[src/dsca_defines.vh]
// Constants for the strobe capture and alignment block
`ifndef DSCA_DEFINES_VH
`define DSCA_DEFINES_VH
`define DSCA_CELLS_MAX 5'h0e
`define DSCA_CELLS_MIN 5'h0c
`define DSCA_DATA_W 16
`define DSCA_HALF_W 8
`define DSCA_CAL_W 6
`define DSCA_FIFO_W 16
`define DSCA_FIFO_D 16
`define DSCA_FIFO_AW 4
`define DSCA_PRE_IDLE 2'h0
`define DSCA_PRE_LOW 2'h1
`define DSCA_PRE_BURST 2'h2
`define DSCA_DLY_W 7
`endif

[src/dsca_fifo.v]
// Parameterised valid/ready FIFO for captured read words
`timescale 1ns/1ns
module dsca_fifo #(
  parameter WIDTH = 16,
  parameter DEPTH = 16,
  parameter AW = 4
) (
  input wire mclk, // System clock
  input wire rst_b, // Asynchronous reset, active low
  input wire [WIDTH-1:0] in_data, // Write data
  input wire in_valid, // Write request
  output wire in_ready, // Space available
  output wire [WIDTH-1:0] out_data, // Head word
  output wire out_valid, // Head word present
  input wire out_ready // Consumer accepts head
);
  reg [WIDTH-1:0] mem [0:DEPTH-1];
  reg [AW:0] wr_q;
  reg [AW:0] rd_q;
  wire push;
  wire pop;
  // Extra pointer bit separates full from empty: full when only that bit differs
  assign in_ready = !((wr_q[AW] != rd_q[AW]) && (wr_q[AW-1:0] == rd_q[AW-1:0]));
  assign out_valid = wr_q != rd_q;
  assign out_data = mem[rd_q[AW-1:0]];
  assign push = in_valid && in_ready;
  assign pop = out_valid && out_ready;
  // Storage has no reset to keep it RAM-friendly
  always @(posedge mclk) begin
    if (push) begin
      mem[wr_q[AW-1:0]] <= in_data;
    end
  end
  // Pointers
  always @(posedge mclk or negedge rst_b) begin
    if (!rst_b) begin
      wr_q <= {(AW+1){1'b0}};
      rd_q <= {(AW+1){1'b0}};
    end else begin
      if (push) begin
        wr_q <= wr_q + 1'b1;
      end
      if (pop) begin
        rd_q <= rd_q + 1'b1;
      end
    end
  end
endmodule

[src/dsca_top.v]
// Strobe control element: strobe shifting, capture polarity, DDR capture
`timescale 1ns/1ns
`include "dsca_defines.vh"
module dsca_top (
  input wire mclk, // System clock, 250 MHz
  input wire rst_b, // Asynchronous reset, active low
  input wire strobe_in, // Incoming data strobe pin
  input wire strobe_oe_mem, // High while memory drives strobe
  input wire [`DSCA_HALF_W-1:0] dq_in, // Data pins, eight per group
  input wire group_b_wide, // High: second group holds 14 cells
  input wire [`DSCA_CAL_W-1:0] dll_code, // Delay calibration code
  input wire write_active, // Write burst in progress
  output reg read_strobe_shifted, // Shifted read strobe
  output reg write_strobe_shifted, // Shifted write strobe
  output reg capture_edge_select, // Capture polarity
  output reg capture_valid, // Captured word valid pulse
  output reg [`DSCA_DATA_W-1:0] rd_data, // Head of read FIFO
  output reg rd_valid, // Read data present
  input wire rd_ready, // Consumer accepts read data
  output reg fifo_full, // FIFO cannot take a word
  output reg [4:0] group_cells // Cells in the wide group
);
  // Two-flop synchronisers; first stage read only by the second
  reg [1:0] sync1_q;
  reg [1:0] sync2_q;
  reg strobe_d1_q;
  wire [`DSCA_HALF_W-1:0] dq_sync;
  reg [`DSCA_DLY_W-1:0] dly_q;
  reg [`DSCA_DLY_W-1:0] tap_q;
  reg [1:0] st_q;
  reg [1:0] st_d;
  reg [`DSCA_CAL_W-1:0] code_q;
  reg [`DSCA_HALF_W-1:0] lo_q;
  reg have_lo_q;
  reg word_v_q;
  reg [`DSCA_DATA_W-1:0] word_q;
  reg sel_q;
  wire s_strobe = sync2_q[0];
  wire s_oe = sync2_q[1];
  wire rise = s_strobe && !strobe_d1_q;
  wire fall = !s_strobe && strobe_d1_q;
  wire f_ready;
  wire [`DSCA_DATA_W-1:0] f_data;
  wire f_valid;
  // Edge select of the synchronised strobe: fall when pol is set, rise otherwise
  function edge_sel;
    input pol;
    input r;
    input f;
    begin
      edge_sel = pol ? f : r;
    end
  endfunction
  // Strobe and drive flag; reset to the parked level so no false rise follows reset
  always @(posedge mclk or negedge rst_b) begin
    if (!rst_b) begin
      sync1_q <= 2'h1;
      sync2_q <= 2'h1;
      strobe_d1_q <= 1'b1;
    end else begin
      sync1_q <= {strobe_oe_mem, strobe_in};
      sync2_q <= sync1_q;
      strobe_d1_q <= s_strobe;
    end
  end
  // Data pins: one two-flop synchroniser per cell, same latency as the strobe path
  // Equal latency keeps each byte aligned with the edge that qualifies it
  genvar gi;
  generate
    for (gi = 0; gi < `DSCA_HALF_W; gi = gi + 1) begin : g_dq_sync
      reg meta_q;
      reg stable_q;
      always @(posedge mclk or negedge rst_b) begin
        if (!rst_b) begin
          meta_q <= 1'b0;
          stable_q <= 1'b0;
        end else begin
          meta_q <= dq_in[gi];
          stable_q <= meta_q;
        end
      end
      assign dq_sync[gi] = stable_q;
    end
  endgenerate
  // Calibration code moves slowly; a single stage is enough on the same clock
  always @(posedge mclk or negedge rst_b) begin
    if (!rst_b) begin
      code_q <= 6'h00;
    end else begin
      code_q <= dll_code;
    end
  end
  // Delay line of strobe samples; calibration code picks the tap
  always @(posedge mclk or negedge rst_b) begin
    if (!rst_b) begin
      dly_q <= 7'h00;
      tap_q <= 7'h00;
    end else begin
      dly_q <= {dly_q[`DSCA_DLY_W-2:0], s_strobe};
      tap_q <= {dly_q[`DSCA_DLY_W-2:0], s_strobe} >> code_q[2:0];
    end
  end
  // Preamble tracker: parked, driven low, then bursting
  always @* begin
    st_d = st_q;
    case (st_q)
      `DSCA_PRE_IDLE: begin
        if (s_oe && !s_strobe) begin
          st_d = `DSCA_PRE_LOW;
        end
      end
      `DSCA_PRE_LOW: begin
        if (!s_oe) begin
          st_d = `DSCA_PRE_IDLE;
        end else if (rise) begin
          st_d = `DSCA_PRE_BURST;
        end
      end
      `DSCA_PRE_BURST: begin
        if (!s_oe) begin
          st_d = `DSCA_PRE_IDLE;
        end
      end
      default: begin
        st_d = `DSCA_PRE_IDLE;
      end
    endcase
  end
  always @(posedge mclk or negedge rst_b) begin
    if (!rst_b) begin
      st_q <= `DSCA_PRE_IDLE;
      sel_q <= 1'b0;
    end else begin
      st_q <= st_d;
      // Polarity latched at first rise; top calibration code bit decides edge (XOR with prior strobe sample, low at a rise)
      // Same condition as the tracker: a rise seen as the drive drops is no burst start
      if (st_q == `DSCA_PRE_LOW && rise && s_oe) begin
        sel_q <= code_q[`DSCA_CAL_W-1] ^ dly_q[0];
      end
    end
  end
  // Capture: two beats pair into one word, low beat first
  always @(posedge mclk or negedge rst_b) begin
    if (!rst_b) begin
      lo_q <= 8'h00;
      have_lo_q <= 1'b0;
      word_v_q <= 1'b0;
      word_q <= 16'h0000;
    end else begin
      word_v_q <= 1'b0;
      if (st_q != `DSCA_PRE_BURST) begin
        have_lo_q <= 1'b0; // Odd beat dropped at burst end
      end else if ((rise || fall) && s_oe) begin
        // The step back to the parked level on release is not a beat
        // Without this gate an odd burst would close with a false word
        if (!have_lo_q) begin
          lo_q <= dq_sync;
          have_lo_q <= 1'b1;
        end else begin
          word_q <= {dq_sync, lo_q};
          word_v_q <= f_ready;
          have_lo_q <= 1'b0;
        end
      end
    end
  end
  dsca_fifo #(
    .WIDTH(`DSCA_FIFO_W),
    .DEPTH(`DSCA_FIFO_D),
    .AW(`DSCA_FIFO_AW)
  ) u_fifo (
    .mclk(mclk),
    .rst_b(rst_b),
    .in_data(word_q),
    .in_valid(word_v_q),
    .in_ready(f_ready),
    .out_data(f_data),
    .out_valid(f_valid),
    .out_ready(rd_ready && rd_valid)
  );
  // Registered outputs; rd_data/rd_valid lag the FIFO head by one cycle
  always @(posedge mclk or negedge rst_b) begin
    if (!rst_b) begin
      read_strobe_shifted <= 1'b0;
      write_strobe_shifted <= 1'b0;
      capture_edge_select <= 1'b0;
      capture_valid <= 1'b0;
      rd_data <= 16'h0000;
      rd_valid <= 1'b0;
      fifo_full <= 1'b0;
      group_cells <= 5'h00;
    end else begin
      read_strobe_shifted <= tap_q[0] & s_oe;
      write_strobe_shifted <= tap_q[0] & write_active;
      capture_edge_select <= sel_q;
      capture_valid <= word_v_q && edge_sel(1'b0, 1'b1, 1'b0);
      rd_data <= f_data;
      rd_valid <= f_valid && !(rd_ready && rd_valid);
      fifo_full <= !f_ready;
      group_cells <= group_b_wide ? `DSCA_CELLS_MAX : `DSCA_CELLS_MIN;
    end
  end
endmodule

[config.mk]
export PLATFORM = sky130hd
export DESIGN_NAME = dsca_top
export DESIGN_NICKNAME = d
export VERILOG_FILES = /design/src/dsca_fifo.v /design/src/dsca_top.v
export VERILOG_INCLUDE_DIRS = /design/src
export SDC_FILE = /design/constraint.sdc
export NUM_CORES = 1
export LEC_CHECK = 0
export BUFFER_PORTS_ARGS = -buffer_cell sky130_fd_sc_hd__buf_2
export CAP_MARGIN = 20
export CORE_MARGIN = 2
export CORE_UTILIZATION = 55
export DETAILED_ROUTE_END_ITERATION = 8
export PLACE_DENSITY = 0.75
export SLEW_MARGIN = 10
export SYNTH_ARGS = -nofsm -noshare
export SYNTH_HDL_FRONTEND = slang
export SYNTH_SLANG_ARGS = --single-unit
[constraint.sdc]
create_clock -name mclk -period 2.7 [get_ports mclk]
set_input_delay 0.135 -clock mclk [delete_from_list [all_inputs] [get_ports mclk]]
set_output_delay 0.135 -clock mclk [all_outputs]
set_load 0.05 [all_outputs]
# Word level (Yosys, flattened, before mapping)
# Memory sizes are Yosys's and may differ from the RTL's. A register that Yosys moved wholly into a read port is not among the register bits.
# Cells that the tools add are included.
[word_totals] regBits=82 ramBits=256 in_bits=21 out_inout_bits=27 wordCells=91 mem_count=1
[op_classes] addsub=2 n_eq_ne=9 shift=1 muxes=14 n_bitwise=5 n_reduce_logical=22
[memory_table] memory="u_fifo.mem" words=16 word_bits=16 rd=1 rd_clocked_by_memory_dff=1 write_ports=1 line="dsca_fifo.v:17" text="reg [WIDTH-1:0] mem [0:DEPTH-1];"
[op_table] cell="1-bit logical AND" n=11
[op_table] cell="5-bit by 1-bit adder with 5-bit output, second input constant" n=2
[op_table] cell="2-bit two-way mux" n=5
[op_table] cell="3-bit AND reduction" n=3
[op_table] cell="1-bit two-way mux" n=8
[op_table] cell="7-bit by 3-bit >> shifter with 1-bit output" n=1
[op_table] cell="2-bit inequality test, second input constant" n=3
[op_table] cell="2-bit one-hot mux with 3 select lines" n=1
[op_table] cell="1-bit logical NOT" n=5
[op_table] cell="5-bit inequality test" n=1
[op_table] cell="4-bit equality test" n=1
[op_table] cell="3-bit inequality test, second input constant" n=1
[op_table] cell="1-bit bitwise AND" n=2
[op_table] cell="2-bit by 1-bit equality test with 1-bit output, second input constant" n=1
[op_table] cell="2-bit equality test, second input constant" n=1
[op_table] cell="2-bit logical NOT" n=1
[op_table] cell="1-bit NOT" n=2
[op_table] cell="2-bit nonzero test" n=1
[op_table] cell="1-bit logical OR" n=1
[op_table] cell="1-bit inequality test" n=1
[op_table] cell="1-bit XOR" n=1

# Longest topological paths before layout
[logic_depth] depth_word=6 depth_mapped=7 ltp_nobuf=5

# Hierarchy
# A second synthesis with hierarchy kept.
[hier_totals] hier_cells=682 hier_area_um2=13495.4
[by_module_without_submodules] module="dsca_fifo" instances=1 cells_each=538 area_each_um2=10752.8 seq_area_each_um2=7937.6
[by_module_without_submodules] module="dsca_top" instances=1 cells_each=144 area_each_um2=2742.6 seq_area_each_um2=2130.8

# Worst setup path after synthesis
# No wires, ideal clock.
[synth_timing] kind="flip-flop to flip-flop" from="register u_fifo.rd_q[4]" to="memory u_fifo.mem[6][0], enable pin" arrival_ps=2238 required_time_ps=2291 setup_slack_ps=53 stages_incl_launch_ff=4 path_buffers=0 period_less_slack_ps=2647 path_cell_list="dfrtp_1 -> xnor2_2 -> o21ai_1 -> nor3_1"
[synth_via] elab_chain_len=6
[synth_lines] element="start: declaration" line="dsca_fifo.v:19" text="reg [AW:0] rd_q;"
[synth_lines] element="start signal: assignment" line="dsca_fifo.v:38" text="rd_q <= {(AW+1){1'b0}};"
[synth_lines] element="start signal: assignment" line="dsca_fifo.v:44" text="rd_q <= rd_q + 1'b1;"
[synth_lines] element="1-bit inequality test" line="dsca_fifo.v:23" text="assign in_ready = !((wr_q[AW] != rd_q[AW]) && (wr_q[AW-1:0] == rd_q[AW-1:0]));"
[synth_lines] element="1-bit logical AND" line="dsca_fifo.v:23"
[synth_lines] element="1-bit logical NOT" line="dsca_fifo.v:23"
[synth_lines] element="1-bit logical AND" line="dsca_fifo.v:26" text="assign push = in_valid && in_ready;"
[synth_lines] element="1-bit two-way mux" line="dsca_fifo.v:30" text="if (push) begin"
[synth_lines] element="1-bit two-way mux (not written as such)" line="dsca_fifo.v:31" text="mem[wr_q[AW-1:0]] <= in_data;"
[synth_lines] element="end: declaration" line="dsca_fifo.v:17"
# No other way between the ends.

# Final worst setup path
[layout_timing] from="register u_fifo.rd_q[1]" to="memory u_fifo.mem[3][2], enable pin"
[layout_via] elab_chain_len=6
[layout_lines] element="4-bit equality test" line="dsca_fifo.v:23"
[layout_lines] element="1-bit logical AND" line="dsca_fifo.v:23"
[layout_lines] element="1-bit logical NOT" line="dsca_fifo.v:23"
[layout_lines] element="1-bit logical AND" line="dsca_fifo.v:26"
[layout_lines] element="1-bit two-way mux" line="dsca_fifo.v:30"
[layout_lines] element="1-bit two-way mux (not written as such)" line="dsca_fifo.v:31"
# No other way between the ends.

==> summary.md <==
| Metric | Value |
|---|---|
| Status | complete, no violations |
| H-tree levels | 2 |
| Final instance area | 15,200 um^2 |
| Tot GR Track Use | 21.1% |
| Routability Congestion | 0.802 |
| Worst Setup SP | u_fifo.rd_q[1] |
| IO Count | 48 |
| Worst-Skew Late Latency | 0.51 ns |
| Synth Area per Inst | 20.3 um^2 |
| First-pass GRT wire length | 40.1 mm |
| Number of enable flip-flop cells after synthesis | 256 |
| Mapped Cells | 650 |
| Cts hold-fix bufs | 18 |
| Pleak | 4.77 nW |
| Antenna viol nets, final | 0 |
| Post-route setup TNS | 0 ns |
| Post-CTS Setup Inserts | 0 |
| Pre-CTS setup slack | 0.518 ns |
| Critical path depth | 5 |
| CP Data Arrival Time | 2.38 ns |
| Tmin final | 2.19 ns |
| Crit path required time | 2.89 ns |
| CTS root buf | clkbuf_16 |
| Sequential element share of the synthesized area | 76.3% |
| Share of layout cells above drive strength 1 | 27.0% |
| Worst setup margin | 0.508 ns |
| Tcrit/Tclk final | 81.2% |
| Initial Util | 56.0% |
| CP Capture Point | u_fifo.mem[3][2] |
| Max Clk Rate | 0.456 GHz |
| Drt initial violations | 534 |
| HP Class | primary input to asynchronous set/reset pin |
| Distinct cell type count after synthesis | 50 |
| Total grt overflow | 0 |
| FF-to-FF Start | u_fifo.rd_q[1] |
| Kind of cell adding the most delay to the critical path | simple AND/OR/NAND/NOR gates |
| Max-slew violations | 0 |
| Area of placed instances | 13,900 um^2 |
| DR pass1 iterations | 4 |
| Crit-path max FO | 10 |
| Routed wire per std cell | 23.8 um |
| Reg2reg setup slack | 0.51 ns |
| Clock-pin slew on the worst setup and hold paths | 0.06 ns |
| PD cells | 712 nW/um^2 |
| CTS sink count | 351 |
| Port-buffer cells | 43 |
| Final WL | 26.0 mm |
| Inserted Clock Buffers | 35 |
| Clock tree from TritonCTS | done |
| Number of global-route vias before repair | 6,717 |
| Worst path cell trace | xnor2_1 > nand4_2 > o21bai_2 > nor2_1 > buf_4 |
| Final-report hold violation count | 0 |
| Seq cells post-synth | 351 |
| CP Buf/Inv Count | 1 |
| Setup crit start kind | register |
| Clock Tree Buf Depth | 3 |
| Max stage delay on crit path | 0.62 ns |
| ANT cells | 0 |
| Drt via density | 5.86 |
| Post-Syn Area | 13,200 um^2 |
| Slew at the pin closest to its max-slew limit | 0.764 ns |
| Post-DP HPWL | 14.5 mm |
| Initial antenna violation count | 0 |
| Slowest-stage cell, CP | nor2_1 |
| Nets | 775 |
| Core area | 23,500 um^2 |
| Row cnt | 56 |
| Die Width | 159 um |
| Max Cap Viol | 0 |
| Worst r2r dst | u_fifo.mem[3][2] |
| Synth async-reset ratio | 27.1% |
| Post-CTS sizing | 0 |
| Peak supply drop | 0.000422 V |
| Die area | 25,200 um^2 |
| Die extent in y | 159 um |
| DRC viols | 0 |
| Slew margin rel. | 48.9% |
| Worst r2r path cells | 5 |
| CP endpoint kind | register |
| Setup-failing EPs final | 0 |
| Synth Flop Type | edfxtp_1 |
| Unrepaired setup endpoints after global routing | false |
| Syn-to-layout area delta | 15.2% |
| DR vias | 6,401 |
| Synth warnings | 0 |
| Clock Skew | 0.0214 ns |
| Crit path kind | register to register |
| Largest net degree at the start of global routing | 84 |
layout by cell type (no fill, tap or decap), types with 3 or more instances in the layout:
cell type	instances
dfrtp_1	90
nor2_1	17
clkbuf_16	37
xor2_1	3
buf_2	42
mux4_2	43
o21ai_1	17
bufinv_16	4
ha_1	6
xnor2_1	9
a32oi_1	16
dfstp_2	3
clkbuf_1	7
conb_1	3
inv_1	4
clkinv_2	3
dlygate4sd3_1	18
a22oi_1	16
mux2_2	27
o21ai_0	3
and2_1	4
edfxtp_1	256
nand3_1	5
buf_4	29
nor3_2	4
mux2i_1	49
mux4_1	6
nand2_1	8
clkinv_1	6
synthesized netlist by cell type (all sizes together) (3+ instances only):
| cell | count | area share (%) |
|---|---|---|
| nor2 | 17 | 0.48 |
| a21oi | 3 | 0.14 |
| nand2 | 8 | 0.23 |
| mux2 | 27 | 2.3 |
| nor3 | 6 | 0.23 |
| xor2 | 3 | 0.20 |
| and2 | 4 | 0.19 |
| edfxtp | 256 | 58 |
| clkbuf | 10 | 0.29 |
| a22oi | 16 | 0.91 |
| mux4 | 49 | 8.5 |
| inv | 4 | 0.11 |
| ha | 6 | 0.57 |
| xnor2 | 10 | 0.72 |
| o21ai | 21 | 0.83 |
| a32oi | 16 | 1.1 |
| buf | 21 | 1.4 |
| dfstp | 3 | 0.60 |
| nand3 | 5 | 0.19 |
| nand4 | 3 | 0.19 |
| dfrtp | 92 | 17 |
| mux2i | 49 | 3.7 |
logic make-up after synthesis:
family | count (synthesis) | share of synthesized area, %
AOI/OAI and AO/OA | 64 | 3.51
xor gates and xnor gates | 13 | 0.920
adders and majority gates | 6 | 0.569
buffers and inverters | 35 | 1.83
DFF | 351 | 76.3
muxes | 125 | 14.6
other | 2 | 0.0569
and+or+nand+nor | 54 | 2.23
metal layers:
layer | GRT usage, % | part of all wire, % | vias up
li1 | - | - | 2794
met1 | 25.9 | 37 | 3311
met2 | 37.3 | 53 | 237
met3 | 4.52 | 6.3 | 59
met4 | 7.48 | 3.0 | 0
met5 | 0 | 0 | -
state kept, by name (all words and copies together) (netlist names), 2 cells and up:
| register | flops |
|---|---|
| u_fifo.wr_q | 5 |
| sync2_q | 2 |
| dly_q | 6 |
| g_dq_sync.stable_q | 8 |
| word_q | 16 |
| group_cells | 2 |
| code_q | 4 |
| g_dq_sync.meta_q | 8 |
| u_fifo.rd_q | 5 |
| u_fifo.mem | 256 |
| sync1_q | 2 |
| rd_data | 16 |
| st_q | 2 |
| lo_q | 8 |
report_power, final:
part           internal [mW]  leakage, nW  switching (mW)
registers               5.80         3.03          0.0392
logic                 0.0703         1.19          0.0939
clock network           2.93        0.563            1.89
total                   8.80         4.77            2.02
per-stage QoR:
step / instances / hold WS, ns / util, % / power [mW]
after floorplan: 651 / -0.161 / - / 6.02
after global placement: 1012 / 0.186 / 58.9 / 6.08
after global routing: 1092 / 0.266 / 64.5 / 11.1
after CTS: 1092 / 0.218 / 64.5 / 10.9
final: 1092 / 0.205 / 64.5 / 10.8
after detailed placement: 1012 / 0.193 / 58.9 / 6.09
worst min path at each step:
stage	startpoint	end	slack, ns	cells past startpoint
floorplan	rst_b	capture_edge_select	-0.16	0
global placement	rst_b	group_cells[2]	0.19	1
detailed placement	rst_b	group_cells[2]	0.19	1
CTS	rst_b	group_cells[2]	0.22	2
global route	rst_b	group_cells[2]	0.27	2
finish	rst_b	group_cells[2]	0.20	2
area by class of cell:
type / instances / area, um^2
Clock buffer: 47 / 981
Clock inverter: 15 / 174
Fill cell: 1562 / 8350
Inverter: 4 / 15.0
Multi-Input combinational cell: 265 / 2910
Sequential cell: 351 / 10100
Tap cell: 319 / 399
Timing Repair Buffer: 91 / 648
No activity file was read; power rests on OpenSTA's default activity.
